--- src/core/iref_pkg.sv ---
// Constants for the interrupt enable and request-flag block
package iref_pkg;

    // ****************************************
    // Register indices (byte address = 4 * index)
    // ****************************************
    localparam logic [9:0] IDX_TMR_FLAGS  = 10'h088;
    localparam logic [9:0] IDX_SER_FLAGS  = 10'h098;
    localparam logic [9:0] IDX_EN2        = 10'h09A;
    localparam logic [9:0] IDX_IEN1       = 10'h0A8;
    localparam logic [9:0] IDX_IRQ2       = 10'h0BF;
    localparam logic [9:0] IDX_EVT_STS    = 10'h0C0;
    localparam logic [9:0] IDX_EVT_CLR    = 10'h0C1;
    localparam logic [9:0] IDX_EVT_EN     = 10'h0C2;
    localparam int         ADDR_W         = 12;

    // ****************************************
    // Field positions
    // ****************************************
    localparam int BIT_T1_FLAG  = 7;
    localparam int BIT_T0_FLAG  = 5;
    localparam int BIT_E1_FLAG  = 3;
    localparam int BIT_E0_FLAG  = 1;
    localparam int BIT_TX_FLAG  = 1;
    localparam int BIT_RX_FLAG  = 0;
    localparam int BIT_EXT2     = 2;
    localparam int BIT_TIMER3   = 1;
    localparam int BIT_CONV     = 0;
    localparam int BIT_GLOBAL   = 7;
    localparam int IEN1_W       = 5;

    // ****************************************
    // Source indices, in natural priority order
    // ****************************************
    localparam int SRC_EXT0   = 0;
    localparam int SRC_TIMER0 = 1;
    localparam int SRC_EXT1   = 2;
    localparam int SRC_TIMER1 = 3;
    localparam int SRC_TX     = 4;
    localparam int SRC_RX     = 5;
    localparam int SRC_TIMER3 = 6;
    localparam int SRC_EXT2   = 7;
    localparam int SRC_CONV   = 8;
    localparam int NUM_SRC    = 9;

    // ****************************************
    // Reset values and fixed addresses
    // ****************************************
    localparam logic [7:0]  RST_REG8    = 8'h00;
    localparam logic [15:0] VEC_EXT0    = 16'h0003;
    localparam logic [15:0] VEC_TIMER0  = 16'h000B;
    localparam logic [15:0] VEC_EXT2    = 16'h0083;
    localparam logic [15:0] BOOT_ADDR   = 16'h0000;
    localparam logic [15:0] USER_START  = 16'h00EC;
    localparam logic [1:0]  RESP_OKAY   = 2'h0;
    localparam logic [1:0]  RESP_DECERR = 2'h3;

endpackage : iref_pkg

--- src/core/iref_ctrl.sv ---
// Interrupt enable and request-flag logic with AXI4-Lite register access
`timescale 1ns/1ps

// Behaviour
// - Second enable bit2 enables third external
// - Second enable bit1 enables timer 3
// - Second enable bit0 enables converter
// - Request bit2 pending third external interrupt
// - Request bit1 set by timer 3 reload
// - Request bit0 pending converter interrupt
// - Timer control bit7 is timer 1 flag
// - Timer control bit5 is timer 0 flag
// - Timer control bit3 second external flag
// - Timer control bit1 first external flag
// - Serial bit1 set on transmit done
// - Serial bit0 set on receive done
// - Fixed vector addresses per source
// - Fetch starts at zero, user at 0x00EC
// - Enable bit7 is global interrupt gate for o_irq_req; o_irq_line ignores it
// - Enabled flags auto-clear on servicing, except the serial pair
module iref_ctrl #(
    parameter logic [15:0] VEC_EXT1   = 16'h0013,
    parameter logic [15:0] VEC_TIMER1 = 16'h001B,
    parameter logic [15:0] VEC_SERIAL = 16'h0023,
    parameter logic [15:0] VEC_TIMER3 = 16'h002B,
    parameter logic [15:0] VEC_CONV   = 16'h0033
) (
    // Clock and reset
    input  wire logic                       i_sys_clk,
    input  wire logic                       i_rst,
    // Source events, one-cycle pulses
    input  wire logic                       i_ext0_evt,
    input  wire logic                       i_ext1_evt,
    input  wire logic                       i_ext2_evt,
    input  wire logic                       i_timer0_evt,
    input  wire logic                       i_timer1_evt,
    input  wire logic                       i_timer3_evt,
    input  wire logic                       i_conv_evt,
    input  wire logic                       i_tx_done_evt,
    input  wire logic                       i_rx_done_evt,
    // Core side
    input  wire logic                       i_irq_ack,
    output logic                            o_irq_req,
    output logic [15:0]                     o_irq_vector,
    output logic [15:0]                     o_boot_addr,
    output logic [15:0]                     o_user_start,
    output logic                            o_irq_line,
    // AXI4-Lite write
    input  wire logic [iref_pkg::ADDR_W-1:0] i_awaddr,
    input  wire logic                       i_awvalid,
    output logic                            o_awready,
    input  wire logic [31:0]                i_wdata,
    input  wire logic [3:0]                 i_wstrb,
    input  wire logic                       i_wvalid,
    output logic                            o_wready,
    output logic [1:0]                      o_bresp,
    output logic                            o_bvalid,
    input  wire logic                       i_bready,
    // AXI4-Lite read
    input  wire logic [iref_pkg::ADDR_W-1:0] i_araddr,
    input  wire logic                       i_arvalid,
    output logic                            o_arready,
    output logic [31:0]                     o_rdata,
    output logic [1:0]                      o_rresp,
    output logic                            o_rvalid,
    input  wire logic                       i_rready
);

    localparam int NS = iref_pkg::NUM_SRC;

    // ****************************************
    // Helpers
    // ****************************************
    function automatic logic [3:0] first_src(input logic [NS-1:0] pend);
        logic [3:0] idx;
        idx = 4'h0;
        for (int k = NS - 1; k >= 0; k--)
        begin
            if (pend[k])
            begin
                idx = 4'(k);
            end
        end
        return idx;
    endfunction : first_src

    function automatic logic is_reg(input logic [iref_pkg::ADDR_W-1:0] a,
                                    input logic [9:0] idx);
        return (a[iref_pkg::ADDR_W-1:2] == idx) && (a[1:0] == 2'h0);
    endfunction : is_reg

    // ****************************************
    // State
    // ****************************************
    logic [NS-1:0]                 flag_r;
    logic [NS-1:0]                 evt_sts_r;
    logic [NS-1:0]                 evt_en_r;
    logic [iref_pkg::IEN1_W-1:0]   ien1_r;
    logic                          glob_en_r;
    logic [2:0]                    second_irq_enable_r;
    logic [3:0]                    src_r;
    logic                          aw_have_r;
    logic                          w_have_r;
    logic [iref_pkg::ADDR_W-1:0]   aw_addr_r;
    logic [31:0]                   w_data_r;
    logic [3:0]                    w_strb_r;

    // ****************************************
    // Event vector and enables
    // ****************************************
    wire logic [NS-1:0] evt = {i_conv_evt, i_ext2_evt, i_timer3_evt, i_rx_done_evt,
                               i_tx_done_evt, i_timer1_evt, i_ext1_evt, i_timer0_evt,
                               i_ext0_evt};
    wire logic [NS-1:0] src_en = {second_irq_enable_r[iref_pkg::BIT_CONV],
                                  second_irq_enable_r[iref_pkg::BIT_EXT2],
                                  second_irq_enable_r[iref_pkg::BIT_TIMER3],
                                  ien1_r[4], ien1_r[4], ien1_r[3],
                                  ien1_r[2], ien1_r[1], ien1_r[0]};
    wire logic [NS-1:0] pend     = flag_r & src_en & {NS{glob_en_r}};
    wire logic          any_pend = |pend;
    wire logic [3:0]    pick     = first_src(pend);

    wire logic [15:0] vec_tab [NS] = '{iref_pkg::VEC_EXT0, iref_pkg::VEC_TIMER0,
                                       VEC_EXT1, VEC_TIMER1, VEC_SERIAL, VEC_SERIAL,
                                       VEC_TIMER3, iref_pkg::VEC_EXT2, VEC_CONV};

    // ****************************************
    // Write decode
    // ****************************************
    wire logic do_wr  = aw_have_r && w_have_r && !o_bvalid;
    wire logic wr_b0  = do_wr && w_strb_r[0];
    wire logic wr_tcn = wr_b0 && is_reg(aw_addr_r, iref_pkg::IDX_TMR_FLAGS);
    wire logic wr_ser = wr_b0 && is_reg(aw_addr_r, iref_pkg::IDX_SER_FLAGS);
    wire logic wr_ie2 = wr_b0 && is_reg(aw_addr_r, iref_pkg::IDX_EN2);
    wire logic wr_ie1 = wr_b0 && is_reg(aw_addr_r, iref_pkg::IDX_IEN1);
    wire logic wr_rq2 = wr_b0 && is_reg(aw_addr_r, iref_pkg::IDX_IRQ2);
    wire logic wr_clr = do_wr && is_reg(aw_addr_r, iref_pkg::IDX_EVT_CLR);
    wire logic wr_een = do_wr && is_reg(aw_addr_r, iref_pkg::IDX_EVT_EN);
    wire logic wr_map = wr_tcn || wr_ser || wr_ie2 || wr_ie1 || wr_rq2 || wr_clr || wr_een
                        || is_reg(aw_addr_r, iref_pkg::IDX_EVT_STS);
    wire logic [7:0] wd = w_data_r[7:0];

    // Software image of each flag and which flags this write touches
    wire logic [NS-1:0] sw_val = {wd[iref_pkg::BIT_CONV], wd[iref_pkg::BIT_EXT2],
                                  wd[iref_pkg::BIT_TIMER3], wd[iref_pkg::BIT_RX_FLAG],
                                  wd[iref_pkg::BIT_TX_FLAG], wd[iref_pkg::BIT_T1_FLAG],
                                  wd[iref_pkg::BIT_E1_FLAG], wd[iref_pkg::BIT_T0_FLAG],
                                  wd[iref_pkg::BIT_E0_FLAG]};
    wire logic [NS-1:0] sw_sel = {{3{wr_rq2}}, {2{wr_ser}}, {4{wr_tcn}}};

    // Servicing clears the taken flag, except the serial pair
    wire logic          hw_clr_en = i_irq_ack && o_irq_req
                                    && (src_r != 4'(iref_pkg::SRC_TX))
                                    && (src_r != 4'(iref_pkg::SRC_RX));
    wire logic [NS-1:0] hw_clr    = hw_clr_en ? (NS'(1) << src_r) : '0;

    // Set wins over any clear in the same cycle
    wire logic [NS-1:0] flag_nxt = evt | (sw_sel & sw_val)
                                   | (flag_r & ~sw_sel & ~hw_clr);
    wire logic [NS-1:0] sts_nxt  = evt | (evt_sts_r & ~(wr_clr ? w_data_r[NS-1:0] : '0));
    // Line follows a new enable at once, not one cycle late
    wire logic [NS-1:0] en_nxt   = wr_een ? w_data_r[NS-1:0] : evt_en_r;

    // ****************************************
    // Read mux
    // ****************************************
    wire logic [7:0] rd_tcn = {flag_r[iref_pkg::SRC_TIMER1], 1'b0, flag_r[iref_pkg::SRC_TIMER0],
                               1'b0, flag_r[iref_pkg::SRC_EXT1], 1'b0,
                               flag_r[iref_pkg::SRC_EXT0], 1'b0};
    wire logic [7:0] rd_ser = {6'h00, flag_r[iref_pkg::SRC_TX], flag_r[iref_pkg::SRC_RX]};
    wire logic [7:0] rd_rq2 = {5'h00, flag_r[iref_pkg::SRC_EXT2], flag_r[iref_pkg::SRC_TIMER3],
                               flag_r[iref_pkg::SRC_CONV]};
    wire logic [7:0] rd_ie1 = {glob_en_r, 2'h0, ien1_r};
    wire logic ar_hit = is_reg(i_araddr, iref_pkg::IDX_TMR_FLAGS)
                     || is_reg(i_araddr, iref_pkg::IDX_SER_FLAGS)
                     || is_reg(i_araddr, iref_pkg::IDX_EN2)
                     || is_reg(i_araddr, iref_pkg::IDX_IEN1)
                     || is_reg(i_araddr, iref_pkg::IDX_IRQ2)
                     || is_reg(i_araddr, iref_pkg::IDX_EVT_STS)
                     || is_reg(i_araddr, iref_pkg::IDX_EVT_CLR)
                     || is_reg(i_araddr, iref_pkg::IDX_EVT_EN);
    wire logic [31:0] rd_val =
        is_reg(i_araddr, iref_pkg::IDX_TMR_FLAGS)  ? {24'h000000, rd_tcn} :
        is_reg(i_araddr, iref_pkg::IDX_SER_FLAGS)  ? {24'h000000, rd_ser} :
        is_reg(i_araddr, iref_pkg::IDX_EN2)        ? {29'h00000000, second_irq_enable_r} :
        is_reg(i_araddr, iref_pkg::IDX_IEN1)       ? {24'h000000, rd_ie1} :
        is_reg(i_araddr, iref_pkg::IDX_IRQ2)       ? {24'h000000, rd_rq2} :
        is_reg(i_araddr, iref_pkg::IDX_EVT_STS)    ? {23'h000000, evt_sts_r} :
        is_reg(i_araddr, iref_pkg::IDX_EVT_EN)     ? {23'h000000, evt_en_r} : 32'h00000000;

    // ****************************************
    // Flags, enables and core request
    // ****************************************
    always_ff @(posedge i_sys_clk)
    begin
        if (i_rst)
        begin
            flag_r       <= '0;
            evt_sts_r    <= '0;
            evt_en_r     <= '0;
            ien1_r       <= '0;
            glob_en_r    <= 1'b0;
            second_irq_enable_r       <= 3'h0;
            src_r        <= 4'h0;
            o_irq_req    <= 1'b0;
            o_irq_vector <= iref_pkg::BOOT_ADDR;
            o_irq_line   <= 1'b0;
            o_boot_addr  <= iref_pkg::BOOT_ADDR;
            o_user_start <= iref_pkg::USER_START;
        end
        else
        begin
            flag_r       <= flag_nxt;
            evt_sts_r    <= sts_nxt;
            src_r        <= pick;
            o_irq_vector <= vec_tab[pick];
            // A serviced source other than the serial pair drops its request at once; no stale re-request
            o_irq_req    <= any_pend && !hw_clr_en;
            o_irq_line   <= |(sts_nxt & en_nxt);
            if (wr_een)
            begin
                evt_en_r <= w_data_r[NS-1:0];
            end
            if (wr_ie1)
            begin
                glob_en_r <= wd[iref_pkg::BIT_GLOBAL];
                ien1_r    <= wd[iref_pkg::IEN1_W-1:0];
            end
            if (wr_ie2)
            begin
                second_irq_enable_r <= wd[2:0];
            end
        end
    end

    // ****************************************
    // AXI4-Lite slave
    // ****************************************
    always_ff @(posedge i_sys_clk)
    begin
        if (i_rst)
        begin
            aw_have_r <= 1'b0;
            w_have_r  <= 1'b0;
            aw_addr_r <= '0;
            w_data_r  <= 32'h00000000;
            w_strb_r  <= 4'h0;
            o_awready <= 1'b0;
            o_wready  <= 1'b0;
            o_bvalid  <= 1'b0;
            o_bresp   <= iref_pkg::RESP_OKAY;
            o_arready <= 1'b0;
            o_rvalid  <= 1'b0;
            o_rdata   <= 32'h00000000;
            o_rresp   <= iref_pkg::RESP_OKAY;
        end
        else
        begin
            o_awready <= !aw_have_r && !(i_awvalid && o_awready);
            o_wready  <= !w_have_r && !(i_wvalid && o_wready);
            if (i_awvalid && o_awready)
            begin
                aw_have_r <= 1'b1;
                aw_addr_r <= i_awaddr;
            end
            if (i_wvalid && o_wready)
            begin
                w_have_r <= 1'b1;
                w_data_r <= i_wdata;
                w_strb_r <= i_wstrb;
            end
            if (do_wr)
            begin
                o_bvalid <= 1'b1;
                o_bresp  <= wr_map ? iref_pkg::RESP_OKAY : iref_pkg::RESP_DECERR;
            end
            else if (o_bvalid && i_bready)
            begin
                o_bvalid  <= 1'b0;
                aw_have_r <= 1'b0;
                w_have_r  <= 1'b0;
                o_awready <= 1'b0;
                o_wready  <= 1'b0;
            end
            // Reads take one cycle and have no side effects
            o_arready <= !o_rvalid && !(i_arvalid && o_arready);
            if (i_arvalid && o_arready)
            begin
                o_rvalid <= 1'b1;
                o_rdata  <= rd_val;
                o_rresp  <= ar_hit ? iref_pkg::RESP_OKAY : iref_pkg::RESP_DECERR;
            end
            else if (o_rvalid && i_rready)
            begin
                o_rvalid <= 1'b0;
            end
        end
    end

    // ****************************************
    // Assertions
    // ****************************************
    a_ext2_enable_gate: assert property (@(posedge i_sys_clk) disable iff (i_rst)
        (!second_irq_enable_r[iref_pkg::BIT_EXT2] && !wr_ie2) |=> !pend[iref_pkg::SRC_EXT2])
        else $error("third external request passed while disabled");

    a_timer3_enable_gate: assert property (@(posedge i_sys_clk) disable iff (i_rst)
        (flag_r[iref_pkg::SRC_TIMER3] && second_irq_enable_r[iref_pkg::BIT_TIMER3] && glob_en_r)
        |-> pend[iref_pkg::SRC_TIMER3])
        else $error("timer 3 request not pending when enabled");

    a_conv_enable_gate: assert property (@(posedge i_sys_clk) disable iff (i_rst)
        pend[iref_pkg::SRC_CONV] |-> second_irq_enable_r[iref_pkg::BIT_CONV])
        else $error("converter request without its enable");

    a_ext2_flag_set: assert property (@(posedge i_sys_clk) disable iff (i_rst)
        i_ext2_evt |=> rd_rq2[iref_pkg::BIT_EXT2])
        else $error("third external flag not set by event");

    a_timer3_flag_set: assert property (@(posedge i_sys_clk) disable iff (i_rst)
        i_timer3_evt |=> rd_rq2[iref_pkg::BIT_TIMER3])
        else $error("timer 3 flag not set by event");

    a_conv_flag_set: assert property (@(posedge i_sys_clk) disable iff (i_rst)
        i_conv_evt |=> rd_rq2[iref_pkg::BIT_CONV])
        else $error("converter flag not set by event");

    a_timer_flags_set: assert property (@(posedge i_sys_clk) disable iff (i_rst)
        (i_timer1_evt && i_timer0_evt) |=> (rd_tcn[iref_pkg::BIT_T1_FLAG]
                                          && rd_tcn[iref_pkg::BIT_T0_FLAG]))
        else $error("timer 0 or 1 flag not set by event");

    a_ext_flags_set: assert property (@(posedge i_sys_clk) disable iff (i_rst)
        i_ext1_evt ##1 i_ext0_evt |=> (rd_tcn[iref_pkg::BIT_E1_FLAG]
                                      || $past(hw_clr_en) || $past(wr_tcn))
                                      && rd_tcn[iref_pkg::BIT_E0_FLAG])
        else $error("external flag not set by event");

    a_serial_flags_set: assert property (@(posedge i_sys_clk) disable iff (i_rst)
        (i_tx_done_evt || i_rx_done_evt) |=> (rd_ser != 8'h00))
        else $error("serial flag not set by event");

    a_serial_no_autoclr: assert property (@(posedge i_sys_clk) disable iff (i_rst)
        (flag_r[iref_pkg::SRC_TX] && !wr_ser) |=> flag_r[iref_pkg::SRC_TX])
        else $error("serial transmit flag cleared without software");

    a_vector_ext0: assert property (@(posedge i_sys_clk) disable iff (i_rst)
        (o_irq_req && src_r == 4'(iref_pkg::SRC_EXT0)) |-> (o_irq_vector == iref_pkg::VEC_EXT0))
        else $error("wrong vector for first external source");

    a_boot_fixed: assert property (@(posedge i_sys_clk) disable iff (i_rst)
        $past(i_rst) |-> (o_boot_addr == iref_pkg::BOOT_ADDR)
                         && (o_user_start == iref_pkg::USER_START))
        else $error("boot addresses wrong after reset");

    a_global_gate: assert property (@(posedge i_sys_clk) disable iff (i_rst)
        (!glob_en_r && !wr_ie1) [*2] |-> !o_irq_req)
        else $error("request raised while globally disabled");

    a_ack_clears: assert property (@(posedge i_sys_clk) disable iff (i_rst)
        (hw_clr_en && src_r == 4'(iref_pkg::SRC_TIMER0) && !i_timer0_evt && !wr_tcn)
        |=> !flag_r[iref_pkg::SRC_TIMER0])
        else $error("serviced timer 0 flag not cleared");

    a_req_needs_all: assert property (@(posedge i_sys_clk) disable iff (i_rst)
        o_irq_req |-> $past(any_pend))
        else $error("request without an enabled pending flag");

    a_line_level: assert property (@(posedge i_sys_clk) disable iff (i_rst)
        o_irq_line == (|(evt_sts_r & evt_en_r)))
        else $error("interrupt line does not follow enabled status");

endmodule : iref_ctrl

--- config.mk ---
export PLATFORM = sky130hd
export DESIGN_NAME = iref_ctrl
export DESIGN_NICKNAME = d
export VERILOG_FILES = /design/src/core/iref_pkg.sv /design/src/core/iref_ctrl.sv
export SDC_FILE = /design/constraint.sdc
export NUM_CORES = 1
export LEC_CHECK = 0
export BUFFER_PORTS_ARGS = -buffer_cell sky130_fd_sc_hd__buf_2
export CORE_MARGIN = 5
export CORE_UTILIZATION = 30
export CTS_BUF_LIST = sky130_fd_sc_hd__clkbuf_16
export CTS_CLUSTER_DIAMETER = 120
export CTS_CLUSTER_SIZE = 28
export DETAILED_ROUTE_END_ITERATION = 10
export GPL_TIMING_DRIVEN = 0
export SYNTH_ARGS = -nofsm -noshare
export SYNTH_HDL_FRONTEND = slang
export SYNTH_SLANG_ARGS = --single-unit
--- constraint.sdc ---
create_clock -name i_sys_clk -period 1.8 [get_ports i_sys_clk]
set_clock_uncertainty 0.1 [all_clocks]
set_input_delay 0 -clock i_sys_clk [delete_from_list [all_inputs] [get_ports i_sys_clk]]
set_output_delay 0 -clock i_sys_clk [all_outputs]
set_load 0.03 [all_outputs]
==> results.txt <==
----------------------------------------------------
[Status]
  Run status ... finished with violations
  Failing checks ... setup timing

[Power and ir drop]
  Post-layout power ... 0.00483 W
  Worst IR Drop VDD ... 0.591 mV
  Power density normalized to cell area ... 760 mW/mm²
  Static leakage power ... ~2.7 nW

[Clock network]
  Insertion delay to the later sink of the worst-skew pair ... 0.34 ns
  TritonCTS clock tree ... yes
  CTS root buf ... sky130_fd_sc_hd__clkbuf_16
  Number of clock buffers inserted by TritonCTS ... 9
  CTS Buffer Depth ... 2
  Clock Sink Count ... between 80 and 90
  Post-CTS clock slew at the launch and capture registers of the worst setup and hold paths ... 0.06 ns
  H-tree depth ... 3

[GRT]
  Initial antenna violation count ... 0
  Total congestion overflow after global routing ... 0
  Via count of the first global-routing pass ... just over 4k
  Global-route usage over all layers ... 0.150
  Pin count of the biggest net entering global routing ... 15
  Wire length of the first global-routing pass ... 21,200 µm

[Synth]
  Synth cell types ... 59
  Sequential share of the synthesized area ... 0.393
  Synthesized area per cell ... approximately 8.2 µm²
  Flip-flop and latch count after synthesis ... between 80 and 90
  Main synth FF type ... sky130_fd_sc_hd__dfxtp_1
  Yosys warnings ... 0
  Proportion of register bits with asynchronous set or reset after synthesis ... 0
  Post-Syn Area ... 0.00443 mm²
  Number of enable flip-flop cells after synthesis ... 0
  Post-Synthesis Cells ... between 500 and 600

[Layout]
  Synthesis-to-finish area growth ... 43.3%
  Storage cell area ... 0.00175 mm²
  Number of nets in the layout ... about 800
  Fillers ... 1,470
  Final antenna diode count ... 0
  Fraction of final layout cells sized beyond drive strength 1 ... 0.315
  Area of combinational cells with multiple inputs ... ~0.0025 mm²

[Route]
  Initial DRT Pass Iterations ... 4
  Final routed wirelength across all metal layers ... 13,300 µm
  Remaining DRCs ... 0
  Count of nets left with antenna violations after detail routing ... 0
  DR vias ... approximately 4.3k
  Starting DRC count in detailed routing ... 180
  Via/cell ratio ... 4.59
  Routed wire per std cell ... 14.2 µm

[Timing]
  Unrepaired setup endpoints after global routing ... yes
  Achievable frequency ... 507 MHz
  Final hold violation count ... 0
  Max-Slew Margin vs Limit ... 0.542
  Ratio of final minimum period to clock period ... 1.09
  Count of endpoints failing setup in the final report ... 15
  Setup ws final ... -0.171 ns
  Pin slew with the least headroom to its limit ... 0.687 ns
  Final slew viol count ... 0
  Final worst path period need ... just under 2 ns
  Final-layout worst hold slack ... about 0.015 ns

[Setup path]
  Worst path cell trace ... and4b_2 -> nand4_1 -> buf_6 -> mux2i_4 -> o22ai_2 -> nor4_2 -> a21oi_1
  Worst setup path category ... reg2reg
  Family with the most delay on the worst path ... simple AND/OR/NAND/NOR gates
  Kind of launch point of the worst setup path ... flop
  Crit-path slowest cell ... sky130_fd_sc_hd__dfxtp_4
  Maximum net fanout on the critical path ... 8
  Number of buffer and inverter instances along the worst setup path ... 1
  Critical path capture point type ... flop
  Data required time of the worst path ... ~1.9 ns
  Slowest stage delay, CP ... approximately 0.37 ns
  Worst endpoint data arrival time ... 2.08 ns

[Hold path]
  Kind of path behind the tightest hold check ... in2reg

[Die]
  IO Count ... 168
  Core footprint ... 0.0145 mm²
  DIE WIDTH ... 132 µm
  Row cnt ... 44
  Die Ht ... roughly 130 µm
  Area of the die ... 0.0173 mm²
  Initial Util ... 0.305

[Placed design]
  Detailed placement HPWL ... 9740 µm
  Number of buffers added on ports ... 76
  Final Wtd Congestion ... 0.880

[Flow run]
  Max cap viols ... 0

----------------------------------------------------
-- cell usage in the layout (no fill, tap or decap), types with 4 or more instances in the layout --
cell	count
sky130_fd_sc_hd__dfxtp_1	79
sky130_fd_sc_hd__buf_4	78
sky130_fd_sc_hd__buf_2	77
sky130_fd_sc_hd__nand2_1	75
sky130_fd_sc_hd__conb_1	65
sky130_fd_sc_hd__nor2_1	52
sky130_fd_sc_hd__a21oi_1	45
sky130_fd_sc_hd__dlygate4sd3_1	40
sky130_fd_sc_hd__nand2b_1	12
sky130_fd_sc_hd__clkbuf_1	12
sky130_fd_sc_hd__nand3_1	12
sky130_fd_sc_hd__mux2i_1	11
sky130_fd_sc_hd__o21ai_0	11
sky130_fd_sc_hd__a22oi_1	9
sky130_fd_sc_hd__clkbuf_16	9
sky130_fd_sc_hd__inv_1	8
sky130_fd_sc_hd__nor3_1	8
sky130_fd_sc_hd__nand4_1	7
sky130_fd_sc_hd__buf_6	7
sky130_fd_sc_hd__nor2_2	7
sky130_fd_sc_hd__dfxtp_2	7
sky130_fd_sc_hd__o22ai_2	6
sky130_fd_sc_hd__a211oi_2	6
sky130_fd_sc_hd__a22o_1	5
sky130_fd_sc_hd__a21o_1	5
sky130_fd_sc_hd__nor2b_1	4
sky130_fd_sc_hd__and2_1	4
sky130_fd_sc_hd__o22ai_1	4
-- stage by stage --
step	std cells	cell area [µm²]	util	TNS [ns]	worst slack, ns
2_1_floorplan	606	4670	-	0	0.00989
3_3_place_gp	866	5280	0.363	-2.77	-0.336
3_5_place_dp	866	5280	0.363	-2.95	-0.339
4_1_cts	932	6240	0.429	-0.810	-0.160
5_1_grt	934	6350	0.437	-3.15	-0.261
6_report	934	6350	0.437	-0.612	-0.171
-- state kept, by name, indices dropped and copies added, names as in the netlist, 5 cells and up --
signal,count
o_irq_vector,5
o_rdata,9
flag_r,9
w_data_r,9
ien1_r,5
aw_addr_r,12
evt_sts_r,9
evt_en_r,9
-- cell families (layout without fill, tap and decap cells) --
logic type	Yosys count	count (layout)	share of synthesized area
mux	17	17	0.0384
simple gates	216	216	0.247
flops	87	87	0.393
other cells	2	65	0.00169
compound gates	123	123	0.177
buf+inv	98	242	0.143
-- metal layers --
metal	part of all wire	global-route usage	vias up
met5	0	0	-
met4	0.018	0.0451	0
met3	0.073	0.0508	15
met2	0.45	0.240	151
met1	0.46	0.191	1941
li1	-	-	2179
-- layout make-up --
class                      instances  area share
sequential                        87       0.276
buffer                            86      0.0926
clock inverter                     6      0.0136
multi-input combinational        421       0.395
tap                              184      0.0363
timing repair buffer             132       0.145
clock buffer                       9      0.0355
inverter                           9     0.00532
-- Yosys cell counts, drive strengths merged, types with 2 or more instances --
| cell | number | area share |
|---|---|---|
| o221ai | 2 | 0.0040 |
| nand4 | 8 | 0.013 |
| nor2b | 5 | 0.0071 |
| or4 | 2 | 0.0042 |
| o21ai | 15 | 0.017 |
| and2 | 5 | 0.0071 |
| o22a | 2 | 0.0040 |
| o31ai | 2 | 0.0034 |
| a21o | 5 | 0.0085 |
| clkbuf | 15 | 0.013 |
| inv | 8 | 0.0068 |
| conb | 2 | 0.0017 |
| a21boi | 2 | 0.0034 |
| mux2i | 17 | 0.038 |
| a221oi | 2 | 0.0040 |
| nor3 | 8 | 0.0090 |
| nand2 | 75 | 0.064 |
| and4b | 2 | 0.0045 |
| a22oi | 9 | 0.015 |
| or3 | 3 | 0.0042 |
| a2bb2oi | 3 | 0.0059 |
| nand3 | 13 | 0.015 |
| a21oi | 47 | 0.053 |
| nor4 | 6 | 0.020 |
| o211ai | 2 | 0.0034 |
| nor4b | 2 | 0.0068 |
| a32oi | 2 | 0.0040 |
| o22ai | 11 | 0.016 |
| a22o | 5 | 0.0099 |
| nand4b | 2 | 0.0040 |
| nand2b | 12 | 0.017 |
| buf | 74 | 0.12 |
| dfxtp | 87 | 0.39 |
| nor2 | 62 | 0.053 |
| a211oi | 8 | 0.014 |
| and3 | 6 | 0.0085 |
-- tightest hold or removal path, delay by kind of cell --
kind / cells / cell delay (ns)
AO/OA/AOI/OAI: 1 / 0.06
buffers and inverters: 1 / 0.10
AND/OR/NAND/NOR: 4 / 0.25
-- power breakdown --
part / switching [W] / internal [W]
Combinational: 0.000455 / 0.000321
Clock: 0.000768 / 0.00121
Sequential: 0.0000822 / 0.00199
-- final timing paths --
| path | startpoint | to | slack, ns | depth (start not counted) |
|---|---|---|---|---|
| worst max register to register | o_bvalid$_SDFFE_PP0P_ | o_irq_line$_SDFF_PP0_ | -0.17 | 7 |
| worst max-delay path | o_bvalid$_SDFFE_PP0P_ | o_irq_line$_SDFF_PP0_ | -0.17 | 7 |
| worst min register to register | o_rdata[0]$_SDFFE_PP0P_ | o_rdata[0]$_SDFFE_PP0P_ | 0.35 | 2 |
| worst min-delay path | i_araddr[5] | o_rdata[4]$_SDFFE_PP0P_ | 0.02 | 6 |
-- timing repair --
| action | 4_1_cts | 5_1_grt |
|---|---|---|
| hold buffers | 40 | 0 |
| pin swaps | 20 | 12 |
| setup endpoints to repair | 18 | 24 |
| hold endpoints to repair | 49 | 0 |
| gates resized for setup | 40 | 23 |
| setup buffers | 13 | 3 |
Power figures use the tool's default switching activity.
